$ cat src/rtl/ita_consts.vh
`ifndef ITA_CONSTS_VH
`define ITA_CONSTS_VH
// Fixed upper address bits
`define ITA_ADDR_B7 1'b0
`define ITA_ADDR_B6 1'b1
// Resistor strap levels (decoded level index)
`define ITA_LVL_GND 3'h0
`define ITA_LVL_OPEN 3'h7
// Address field codes
`define ITA_CODE_GND 4'h0
`define ITA_CODE_OPEN 4'hf
// Stretch release bound
`define ITA_REL_NS 100
`define ITA_CLK_NS 10
`define ITA_REL_CYC (`ITA_REL_NS / `ITA_CLK_NS)
`endif

$ cat src/rtl/ita_strap_latch.v
`timescale 1ns/1ps
`default_nettype none
`include "ita_consts.vh"
module ita_strap_latch (
   // Clock and reset
   input wire clk,
   input wire nrst,
   // Sample strobe and straps
   input wire sample,
   input wire addr_strap_low_bit,
   input wire addr_strap_high_bit,
   input wire [2:0] strap_level,
   // Port masks and overrides
   input wire [6:0] mask_a,
   input wire [6:0] ovr_a,
   input wire [6:0] mask_b,
   input wire [6:0] ovr_b,
   // Result
   output reg [6:0] addr_a,
   output reg [6:0] addr_b,
   output reg addr_valid
);
   reg [6:0] raw_r;
   reg [3:0] code;

   // level to field code; open maps to 0x0f
   always @* begin
      if (strap_level == `ITA_LVL_OPEN)
         code = `ITA_CODE_OPEN;
      else
         code = {1'b0, strap_level};
   end

   always @(posedge clk) begin
      if (!nrst) begin
         raw_r <= 7'h00;
         addr_valid <= 1'b0;
      end else if (sample) begin
         // assemble address; open code keeps only its low three bits
         raw_r <= {`ITA_ADDR_B7, `ITA_ADDR_B6, addr_strap_high_bit,
                   addr_strap_low_bit, code[2:0]};
         addr_valid <= 1'b1;
      end
   end

   always @* begin
      addr_a = (raw_r & ~mask_a) | (ovr_a & mask_a);
      addr_b = (raw_r & ~mask_b) | (ovr_b & mask_b);
   end
endmodule
`default_nettype wire

$ cat src/rtl/ita_target.v
`timescale 1ns/1ps
`default_nettype none
`include "ita_consts.vh"
// Behaviour
// - After a byte other than a write address, hold SCL low until the core is ready or REL_CYC cycles pass.
// - Stretch starts only at the eighth-bit SCL fall, just before the acknowledge.
// - No address acknowledged until boot has fixed the address.
// - Address is 0,1,strap high,strap low,three code bits.
// - Each port masks any address bit independently.
// - Ground gives 0, levels 1 to 6, open gives 0x0f.
// - Digital straps sampled with the resistor decode.
// - Address assembled by core logic from sampled straps.
// - Byte after a write address is the sub-address.
// - Matching address acknowledged by pulling SDA low.
module ita_target #(
   parameter REL_CYC = `ITA_REL_CYC
) (
   // Clock and reset
   input wire clk,
   input wire nrst,
   // Boot strap capture
   input wire boot_sample,
   input wire addr_strap_low_bit,
   input wire addr_strap_high_bit,
   input wire [2:0] strap_level,
   // Firmware address override, port selects which mask applies
   input wire port_sel,
   input wire [6:0] mask_a,
   input wire [6:0] ovr_a,
   input wire [6:0] mask_b,
   input wire [6:0] ovr_b,
   // Bus pins
   input wire scl_in,
   output wire scl_out,
   output wire scl_oe,
   input wire sda_in,
   output wire sda_out,
   output wire sda_oe,
   // Core side
   input wire core_ready,
   input wire [7:0] tx_data,
   output reg [7:0] sub_addr,
   output reg sub_valid,
   output reg [7:0] rx_data,
   output reg rx_valid,
   output reg rd_req,
   output reg busy
);
   localparam ST_IDLE = 3'h0;
   localparam ST_ADDR = 3'h1;
   localparam ST_ACK = 3'h2;
   localparam ST_SUB = 3'h3;
   localparam ST_WR = 3'h4;
   localparam ST_RD = 3'h5;
   localparam ST_RACK = 3'h6;

   wire [6:0] addr_a;
   wire [6:0] addr_b;
   wire addr_valid;
   reg scl_d_r, sda_d_r;
   reg [2:0] st_r;
   reg [2:0] nxt_st_r;
   reg [3:0] bit_r;
   reg [7:0] sh_r;
   reg drv_r, stretch_r;
   reg [7:0] rel_cnt_r;

   ita_strap_latch u_latch (
      .clk(clk),
      .nrst(nrst),
      .sample(boot_sample),
      .addr_strap_low_bit(addr_strap_low_bit),
      .addr_strap_high_bit(addr_strap_high_bit),
      .strap_level(strap_level),
      .mask_a(mask_a),
      .ovr_a(ovr_a),
      .mask_b(mask_b),
      .ovr_b(ovr_b),
      .addr_a(addr_a),
      .addr_b(addr_b),
      .addr_valid(addr_valid)
   );

   wire [6:0] own_addr = port_sel ? addr_b : addr_a;

   // a hit needs a latched address
   function match_f;
      input [7:0] byte_v;
      input [6:0] addr_v;
      input valid_v;
      begin
         match_f = valid_v && (byte_v[7:1] == addr_v);
      end
   endfunction

   wire addr_hit = match_f(sh_r, own_addr, addr_valid);
   wire scl_rise = scl_in & ~scl_d_r;
   wire scl_fall = ~scl_in & scl_d_r;
   wire start_c = scl_in & scl_d_r & sda_d_r & ~sda_in;
   wire stop_c = scl_in & scl_d_r & ~sda_d_r & sda_in;

   assign scl_out = 1'b0;
   assign scl_oe = stretch_r;
   // open-drain SDA: drive low for ack or zero data bit
   assign sda_out = 1'b0;
   assign sda_oe = drv_r;

   always @(posedge clk) begin
      if (!nrst) begin
         scl_d_r <= 1'b1;
         sda_d_r <= 1'b1;
         st_r <= ST_IDLE;
         nxt_st_r <= ST_IDLE;
         bit_r <= 4'h0;
         sh_r <= 8'h00;
         drv_r <= 1'b0;
         stretch_r <= 1'b0;
         rel_cnt_r <= 8'h00;
         sub_addr <= 8'h00;
         sub_valid <= 1'b0;
         rx_data <= 8'h00;
         rx_valid <= 1'b0;
         rd_req <= 1'b0;
         busy <= 1'b0;
      end else begin
         scl_d_r <= scl_in;
         sda_d_r <= sda_in;
         sub_valid <= 1'b0;
         rx_valid <= 1'b0;
         rd_req <= 1'b0;
         if (stretch_r) begin
            // release on ready, or after bounded count
            rel_cnt_r <= rel_cnt_r + 8'h01;
            if (core_ready || rel_cnt_r >= REL_CYC[7:0] - 8'h01) begin
               stretch_r <= 1'b0;
               rel_cnt_r <= 8'h00;
            end
         end
         if (start_c) begin
            st_r <= ST_ADDR;
            bit_r <= 4'h0;
            drv_r <= 1'b0;
            busy <= 1'b1;
         end else if (stop_c) begin
            st_r <= ST_IDLE;
            drv_r <= 1'b0;
            busy <= 1'b0;
         end else begin
            case (st_r)
               ST_IDLE: drv_r <= 1'b0;
               ST_ADDR, ST_SUB, ST_WR: begin
                  if (scl_rise) begin
                     sh_r <= {sh_r[6:0], sda_in};
                     bit_r <= bit_r + 4'h1;
                  end
                  if (scl_fall && bit_r == 4'h8) begin
                     bit_r <= 4'h0;
                     if (st_r == ST_ADDR) begin
                        // no ack before address is set
                        drv_r <= addr_hit;
                        nxt_st_r <= sh_r[0] ? ST_RD : ST_SUB;
                        st_r <= addr_hit ? ST_ACK : ST_IDLE;
                        if (addr_hit && sh_r[0]) begin
                           rd_req <= 1'b1;
                           stretch_r <= ~core_ready;
                        end
                     end else if (st_r == ST_SUB) begin
                        sub_addr <= sh_r;
                        sub_valid <= 1'b1;
                        drv_r <= 1'b1;
                        nxt_st_r <= ST_WR;
                        st_r <= ST_ACK;
                        // hold clock until core takes the byte
                        stretch_r <= ~core_ready;
                     end else begin
                        rx_data <= sh_r;
                        rx_valid <= 1'b1;
                        drv_r <= 1'b1;
                        nxt_st_r <= ST_WR;
                        st_r <= ST_ACK;
                        stretch_r <= ~core_ready;
                     end
                  end
               end
               ST_ACK: begin
                  if (scl_fall) begin
                     st_r <= nxt_st_r;
                     if (nxt_st_r == ST_RD) begin
                        sh_r <= {tx_data[6:0], 1'b0};
                        drv_r <= ~tx_data[7];
                        bit_r <= 4'h1;
                     end else begin
                        drv_r <= 1'b0;
                     end
                  end
               end
               ST_RD: begin
                  if (scl_fall) begin
                     if (bit_r == 4'h8) begin
                        drv_r <= 1'b0;
                        st_r <= ST_RACK;
                        // stretch before acknowledge; stretching at the ack rise would cut SCL high
                        stretch_r <= ~core_ready;
                     end else begin
                        drv_r <= ~sh_r[7];
                        sh_r <= {sh_r[6:0], 1'b0};
                        bit_r <= bit_r + 4'h1;
                     end
                  end
               end
               ST_RACK: begin
                  if (scl_rise) begin
                     if (sda_in) begin
                        st_r <= ST_IDLE;
                     end else begin
                        nxt_st_r <= ST_RD;
                        st_r <= ST_ACK;
                        rd_req <= 1'b1;
                     end
                  end
               end
               default: st_r <= ST_IDLE;
            endcase
         end
      end
   end
endmodule
`default_nettype wire

$ cat config.mk
export PLATFORM = sky130hd
export DESIGN_NAME = ita_target
export DESIGN_NICKNAME = d
export VERILOG_FILES = /design/src/rtl/ita_strap_latch.v /design/src/rtl/ita_target.v
export VERILOG_INCLUDE_DIRS = /design/src /design/src/rtl
export SDC_FILE = /design/constraint.sdc
export NUM_CORES = 1
export LEC_CHECK = 0
export BUFFER_PORTS_ARGS = -buffer_cell sky130_fd_sc_hd__buf_2
export CAP_MARGIN = 20
export CORE_MARGIN = 3
export CORE_UTILIZATION = 49
export DETAILED_ROUTE_END_ITERATION = 10
export PLACE_DENSITY = 0.77
export RECOVER_POWER = 100
export SLEW_MARGIN = 20
export SYNTH_ARGS = -nofsm -noshare
export SYNTH_HDL_FRONTEND = slang
export SYNTH_HIERARCHICAL = 1
export SYNTH_SLANG_ARGS = --single-unit
$ cat constraint.sdc
create_clock -name clk -period 1.94 [get_ports clk]
set_clock_uncertainty 0.1 [all_clocks]
set_input_delay 0.485 -clock clk [delete_from_list [all_inputs] [get_ports clk]]
set_output_delay 0.485 -clock clk [all_outputs]
set_load 0.1 [all_outputs]
==> impl_metrics.tcl, run 1 <==
set metrics [dict create \
    status "complete, but fails checks" \
    violated_checks "setup timing" \
    fraction_of_final_layout_cells_sized_beyond_drive_strength_1_pct 39.9 \
    setup_violations_final 1 \
    die-area_sq_um 7340 \
    synth-edff-count 0 \
    critPathRequiredTime_ps 2070 \
    area.growth.synth_to_final_pct 36.5 \
    max_freq_mhz 504 \
    final-max-slew-violation-count 0 \
    post_drt_via_cell_ratio 5.52 \
    total_area_of_multi_input_combinational_cells_sq_um 2020 \
    grt_setup_unrepaired "true" \
    clkLatencyLatePin_ps 320 \
    synth_seq_area_share_pct 36.1 \
    worstPathArrival_ps 2110 \
    synth.cell_area_sq_um 3110 \
    synth-async-reset-ratio_pct 0 \
    vdd_drop_max_v 0.000419 \
    transition_time_at_the_pin_with_the_least_slew_margin_ps 877 \
    portBuffers 69 \
    muxShareOfSynthArea_pct 16.3 \
    core_region_area_sq_um 6030 \
    initial_antenna_violation_count 0 \
    drt_pass1_iterations 5 \
    postRouteAntennaNets 0 \
    row_count 28 \
    cts_root_buffer "sky130_fd_sc_hd__clkbuf_8" \
    largest_net_degree_at_the_start_of_global_routing 25 \
    place_congestion 0.905 \
    worst_setup_path_end_kind "flip-flop" \
    slew-limit-headroom_pct 41.5 \
    share_of_synthesized_cell_area_in_and_or_nand_and_nor_gates_pct 23.0 \
    num_vias 2906 \
    synth_ff_type "sky130_fd_sc_hd__dfxtp_1" \
    num_io_pins 72 \
    post_synth_fa_ha_maj_area_fraction_pct 2.01 \
    drt_drc_violations_left 0 \
    final_critical_path_setup_slack_ps -43.0 \
    grt_use_total_pct 21.5 \
    maxCapViolations 0 \
    syn-instance-count 334 \
    drt-wirelength-per-cell_microns 16.2 \
    initial_core_util_pct 51.6 \
    powerDensity_nw_per_um2 590 \
    timing.final.crit_share_pct 102 \
    grt_pass1_vias 2765 \
    post_synth_xor_area_fraction_pct 2.25 \
    timing.final.crit_period_ps 1980 \
    flip_flop_and_latch_count_after_synthesis 56 \
    holdWs_ps 314 \
    hp-class "in2reg" \
    h-tree-depth 2 \
    drt_wl_total_mm 8.51 \
    final_nets 503 \
    setup.worst_path.class "reg2reg" \
    synth-compound-area-share_pct 15.8 \
    leakagePower_uw 0.00188 \
    crit_path_start_kind "flip-flop" \
    die_width_microns 85.7 \
    post-dp-hpwl_mm 6.17 \
    syn_area_per_cell_sq_um 9.31 \
    timing.setup.tns_ps -43.0 \
    detail_route.iter0.violations 200 \
    post_synth_num_cell_types 59 \
    final-seq-area_sq_um 1140 \
    grt_pass1_wl_mm 12.8 \
    tritoncts "built" \
    hold_violation_total_from_the_final_report 0 \
    worstPathMaxFanout 4 \
    cts.path.max_buffers 2 \
    cts.sink_count 56 \
    cts_hold_buf 0 \
    globalRoute.totalOverflow 0 \
    antenna_cells 0 \
    tritoncts.num_buffers 5 \
    cts.reportedPaths.clkPinSlew_ps 100 \
    chipHeight_microns 85.7 \
    fillerInstances 452 \
    synth_top_family_by_area "simple AND/OR/NAND/NOR gates" \
    yosysWarnings 6 \
]
[kinds of logic (layout without fill, tap and decap cells)]
group                      Yosys count  count (layout)
and+or+nand+nor                    121             121
AOI/OAI and AO/OA                   65              65
DFF                                 56              56
muxes                               49              49
buffers and inverters               29             145
xor gates and xnor gates             8               8
adders and majority gates            5               5
other                                1               2
[placed cells by master (no fill, tap or decap), types with 5 or more instances in the layout]
cell	n
sky130_fd_sc_hd__buf_2	67
sky130_fd_sc_hd__buf_4	49
sky130_fd_sc_hd__dfxtp_1	46
sky130_fd_sc_hd__mux2i_1	37
sky130_fd_sc_hd__nor2b_1	29
sky130_fd_sc_hd__nand2_1	21
sky130_fd_sc_hd__nor2_1	12
sky130_fd_sc_hd__mux2_1	10
sky130_fd_sc_hd__a21oi_1	8
sky130_fd_sc_hd__dfxtp_2	8
sky130_fd_sc_hd__xnor2_1	7
sky130_fd_sc_hd__o211a_1	7
sky130_fd_sc_hd__nand3_1	7
sky130_fd_sc_hd__clkbuf_8	7
sky130_fd_sc_hd__o21ai_0	6
sky130_fd_sc_hd__nand2b_1	5
sky130_fd_sc_hd__o211ai_1	5
sky130_fd_sc_hd__a31oi_1	5
[critical path, stage by stage (launching register included)]
cell and delay [ps]:
sky130_fd_sc_hd__dfxtp_4 380, sky130_fd_sc_hd__inv_2 40, sky130_fd_sc_hd__or4_4 530, sky130_fd_sc_hd__a21boi_4 160
sky130_fd_sc_hd__or4_4 500, sky130_fd_sc_hd__and3_4 180
[registers in the layout, indices dropped and copies added (netlist names), 3 cells and up]
name	cells
sh_r	8
bit_r	4
rx_data	8
u_latch/raw_r	5
st_r	3
rel_cnt_r	8
nxt_st_r	3
sub_addr	8
[area by class of cell]
type | count | share of cell area, %
Clock inverter | 1 | 0.707
Inverter | 9 | 0.914
Tap cell | 75 | 2.21
Timing Repair Buffer | 128 | 19.5
Multi-Input combinational cell | 250 | 47.6
Sequential cell | 56 | 26.8
Clock buffer | 7 | 2.27
[per-layer routing]
metal / up-vias / wire [microns] / global-route usage (%)
li1: 1424 / - / -
met1: 1355 / 3740 / 28.5
met2: 111 / 4040 / 35.9
met3: 16 / 559 / 3.55
met4: 0 / 174 / 6.19
met5: - / 0 / 0
[report_power, final]
part           internal, uW  switching (uW)
registers              1180            46.5
clock network           456             391
logic                   214             218
total                  1850             655
[cell usage after synthesis, drive strengths merged (2+ instances only)]
cell    count  area, sq um
or4         3         26.3
o21a        4         30.0
and3        2         12.5
buf        11         71.3
nand4b      2         17.5
nand3b      4         30.0
nor2       13         56.3
mux2       12          135
a21oi       9         45.0
a41oi       2         17.5
nor4        4         25.0
xnor2       7         61.3
or3b        2         17.5
nor3b       3         27.5
o21ai      10         50.1
nor3        4         20.0
ha          5         62.6
nand3       7         35.0
nand2b      7         51.3
a31oi       6         37.5
mux2i      37          370
nand4       3         18.8
nor2b      30          188
and2        8         50.1
clkbuf      9         33.8
inv         9         33.8
o211ai      5         37.5
and3b       2         17.5
a211oi      3         22.5
a21boi      7         63.8
o22ai       3         18.8
nor4b       2         17.5
a22oi       2         20.0
o211a       7         70.1
dfxtp      56         1120
nand2      22         82.6
[path summary, 6_finish.rpt]
path	from	to	slack [ps]	cells after the start
worst min-delay path	addr_strap_high_bit	u_latch/raw_r[4]	310	3
worst max register to register	st_r[2]	nxt_st_r[2]	-40	5
worst min register to register	rx_data[0]	rx_data[0]	380	2
worst max-delay path	st_r[2]	nxt_st_r[2]	-40	5
[stage by stage]
stage          std cells  instance area [sq um]  util [%]  setup slack (ps)  power [uW]
2_1_floorplan        335                   3140         -              -121        1490
3_3_place_gp         508                   3830      63.6              -193        1630
3_5_place_dp         508                   3830      63.6              -250        1640
4_1_cts              519                   4000      66.4             -18.9        2460
5_1_grt              526                   4250      70.5             -88.0        2600
6_report             526                   4250      70.5             -43.0        2510
[timing repair]
action                     CTS  global route
gates resized for setup      9            49
setup endpoints to repair    9            36
cloned                       0             1
setup buffers                3             6
pin swaps                    4            19
Note: power is estimated with default switching activity, not from simulation.
==> run 2, diff against run 1 <==
PLACE_DENSITY = default   (was 0.77)
PLACE_DENSITY_LB_ADDON = 0.12   (was default)
==> impl_metrics.tcl, run 2 (synthesis gave the netlist of run 1 again) <==
set metrics [dict create \
    place_congestion 0.926 \
    chipHeight_microns 85.7 \
    dpl_cell_area_sq_um 3790 \
    initial_antenna_violation_count 0 \
    h-tree-depth 2 \
    globalRoute.totalOverflow 0 \
    core_region_area_sq_um 6030 \
    largest_net_degree_at_the_start_of_global_routing 26 \
    setup_violations_final 0 \
    powerDensity_nw_per_um2 580 \
    drt-wirelength-per-cell_microns 15.7 \
    cpMaxStageDelayCell "sky130_fd_sc_hd__or3b_4" \
    total_power_uw 2330 \
    hold_violation_total_from_the_final_report 0 \
    status "finished clean" \
    setup.worst_path.class "reg2reg" \
    final_nets 489 \
    hp-class "in2reg" \
    final-max-slew-violation-count 0 \
    maxCapViolations 0 \
    portion_of_total_power_attributed_to_sequential_cells_pct 52.7 \
    post_drt_via_cell_ratio 5.38 \
    layout.cell_area.non_filler_sq_um 4020 \
    tritoncts "built" \
    slew-limit-headroom_pct 40.0 \
    num_io_pins 72 \
    switching_power_uw 678 \
    final_critical_path_setup_slack_ps 13.9 \
    cts_hold_buf 0 \
    worst_setup_path_end_kind "flip-flop" \
    num_vias 2755 \
    antenna_cells 0 \
    layout_commonest_cell "sky130_fd_sc_hd__dfxtp_1" \
    grt_use_total_pct 22.1 \
    intPower_uw 1650 \
    switching_share_pct 29.1 \
    max_freq_mhz 519 \
    dp_slack_ps -268 \
    die_width_microns 85.7 \
    cts.sink_count 56 \
    drt_wl_total_mm 8.04 \
    portBuffers 69 \
    drt_drc_violations_left 0 \
    cts.path.max_buffers 2 \
    grt_pass1_vias 2728 \
    leakagePower_uw 0.00175 \
    tritoncts.num_buffers 5 \
    row_count 28 \
    grt_pass1_wl_mm 13.1 \
    mostFrequentLayoutCells "48 x sky130_fd_sc_hd__dfxtp_1, 46 x sky130_fd_sc_hd__buf_2, 40 x sky130_fd_sc_hd__buf_4" \
    worstPathMaxFanout 4 \
    drt_pass1_iterations 4 \
    transition_time_at_the_pin_with_the_least_slew_margin_ps 900 \
    area.growth.synth_to_final_pct 29.4 \
    vdd_drop_max_v 0.000450 \
    clock_power_share_pct 29.6 \
    grt_setup_unrepaired "true" \
    postRouteAntennaNets 0 \
    detail_route.iter0.violations 212 \
    initial_core_util_pct 51.6 \
    crit_chain "inv_2 > ha_1 > or3b_4 > a2111oi_4 > buf_4 > nand3b_1 > a21boi_2" \
    worstPathArrival_ps 2080 \
    timing.final.crit_share_pct 99.3 \
    clkLatencyLatePin_ps 330 \
    cts.reportedPaths.clkPinSlew_ps 100 \
    timing.final.crit_period_ps 1930 \
    post-dp-hpwl_mm 6.03 \
    fraction_of_final_layout_cells_sized_beyond_drive_strength_1_pct 37.3 \
    power.share.combinational_pct 17.7 \
    cts_root_buffer "sky130_fd_sc_hd__clkbuf_8" \
    die-area_sq_um 7340 \
    critical_path.max_stage_delay_ps 380 \
    crit_path_start_kind "flip-flop" \
    critPathRequiredTime_ps 2090 \
]
-- run 2: changes by cell type in the layout (fill, tap and decap cells not counted), moves of 3 or more --
cell / previous run / this run
sky130_fd_sc_hd__buf_2: 67 / 46
sky130_fd_sc_hd__buf_4: 49 / 40
sky130_fd_sc_hd__clkbuf_2: 1 / 22
sky130_fd_sc_hd__ha_4: 3 / 0
-- run 2: repair_timing --
| action | in CTS | in global routing |
|---|---|---|
| pin swaps | 3 | 7 |
| resized for setup | 3 | 39 |
| gates cloned | 0 | 0 |
| buffers inserted | 1 | 1 |
| setup endpoints to repair | 11 | 36 |
-- run 2: worst paths after layout --
| check | slack, ps | cells after the start | from | to |
|---|---|---|---|---|
| worst max register to register | 10 | 7 | rel_cnt_r[0] | rel_cnt_r[2] |
| worst min-delay path | 320 | 3 | addr_strap_low_bit | u_latch/raw_r[3] |
| worst max-delay path | 10 | 7 | rel_cnt_r[0] | rel_cnt_r[2] |
| worst min register to register | 370 | 1 | rel_cnt_r[6] | rel_cnt_r[6] |
-- run 2: worst max-delay path, delay by kind of cell, from the launching register on --
| family | cells | cell delay [ps] |
|---|---|---|
| AOI/OAI and AO/OA | 2 | 530 |
| and+or+nand+nor | 2 | 500 |
| DFF | 1 | 350 |
| buffers and inverters | 2 | 250 |
| adders and majority gates | 1 | 140 |
-- run 2: power groups by stage --
stage | Combinational (uW) | Sequential [uW] | Clock [uW]
2_1_floorplan | 242 | 1250 | 0
3_3_place_gp | 378 | 1250 | 0
3_5_place_dp | 385 | 1250 | 0
4_1_cts | 387 | 1230 | 710
5_1_grt | 454 | 1240 | 754
6_report | 413 | 1230 | 690
-- run 2: cell type report --
type,count,area [sq um]
Tap cell,75,93.8
Clock inverter,3,27.5
Timing Repair Buffer,114,694
Multi-Input combinational cell,250,1970
Sequential cell,56,1130
Inverter,9,33.8
Clock buffer,5,68.8
Fill cell,521,2000
-- run 2: per-stage QoR --
| stage | util (%) | hold WS (ps) | TNS (ps) | cells |
|---|---|---|---|---|
| after global routing | 66.8 | 325 | -526 | 512 |
| after floorplan | - | 321 | -162 | 335 |
| final | 66.8 | 319 | 0 | 512 |
| after global placement | 62.9 | 334 | -1370 | 502 |
| after detailed placement | 62.9 | 340 | -1810 | 502 |
| after CTS | 64.7 | 311 | -7.16 | 511 |
-- run 2: per-layer routing --
| metal | global-route usage [%] | wire length, microns | vias to the layer above |
|---|---|---|---|
| met2 | 35.5 | 3760 | 59 |
| li1 | - | - | 1397 |
| met5 | 0 | 0 | - |
| met4 | 5.18 | 91 | 0 |
| met3 | 4.61 | 363 | 8 |
| met1 | 30.5 | 3830 | 1291 |
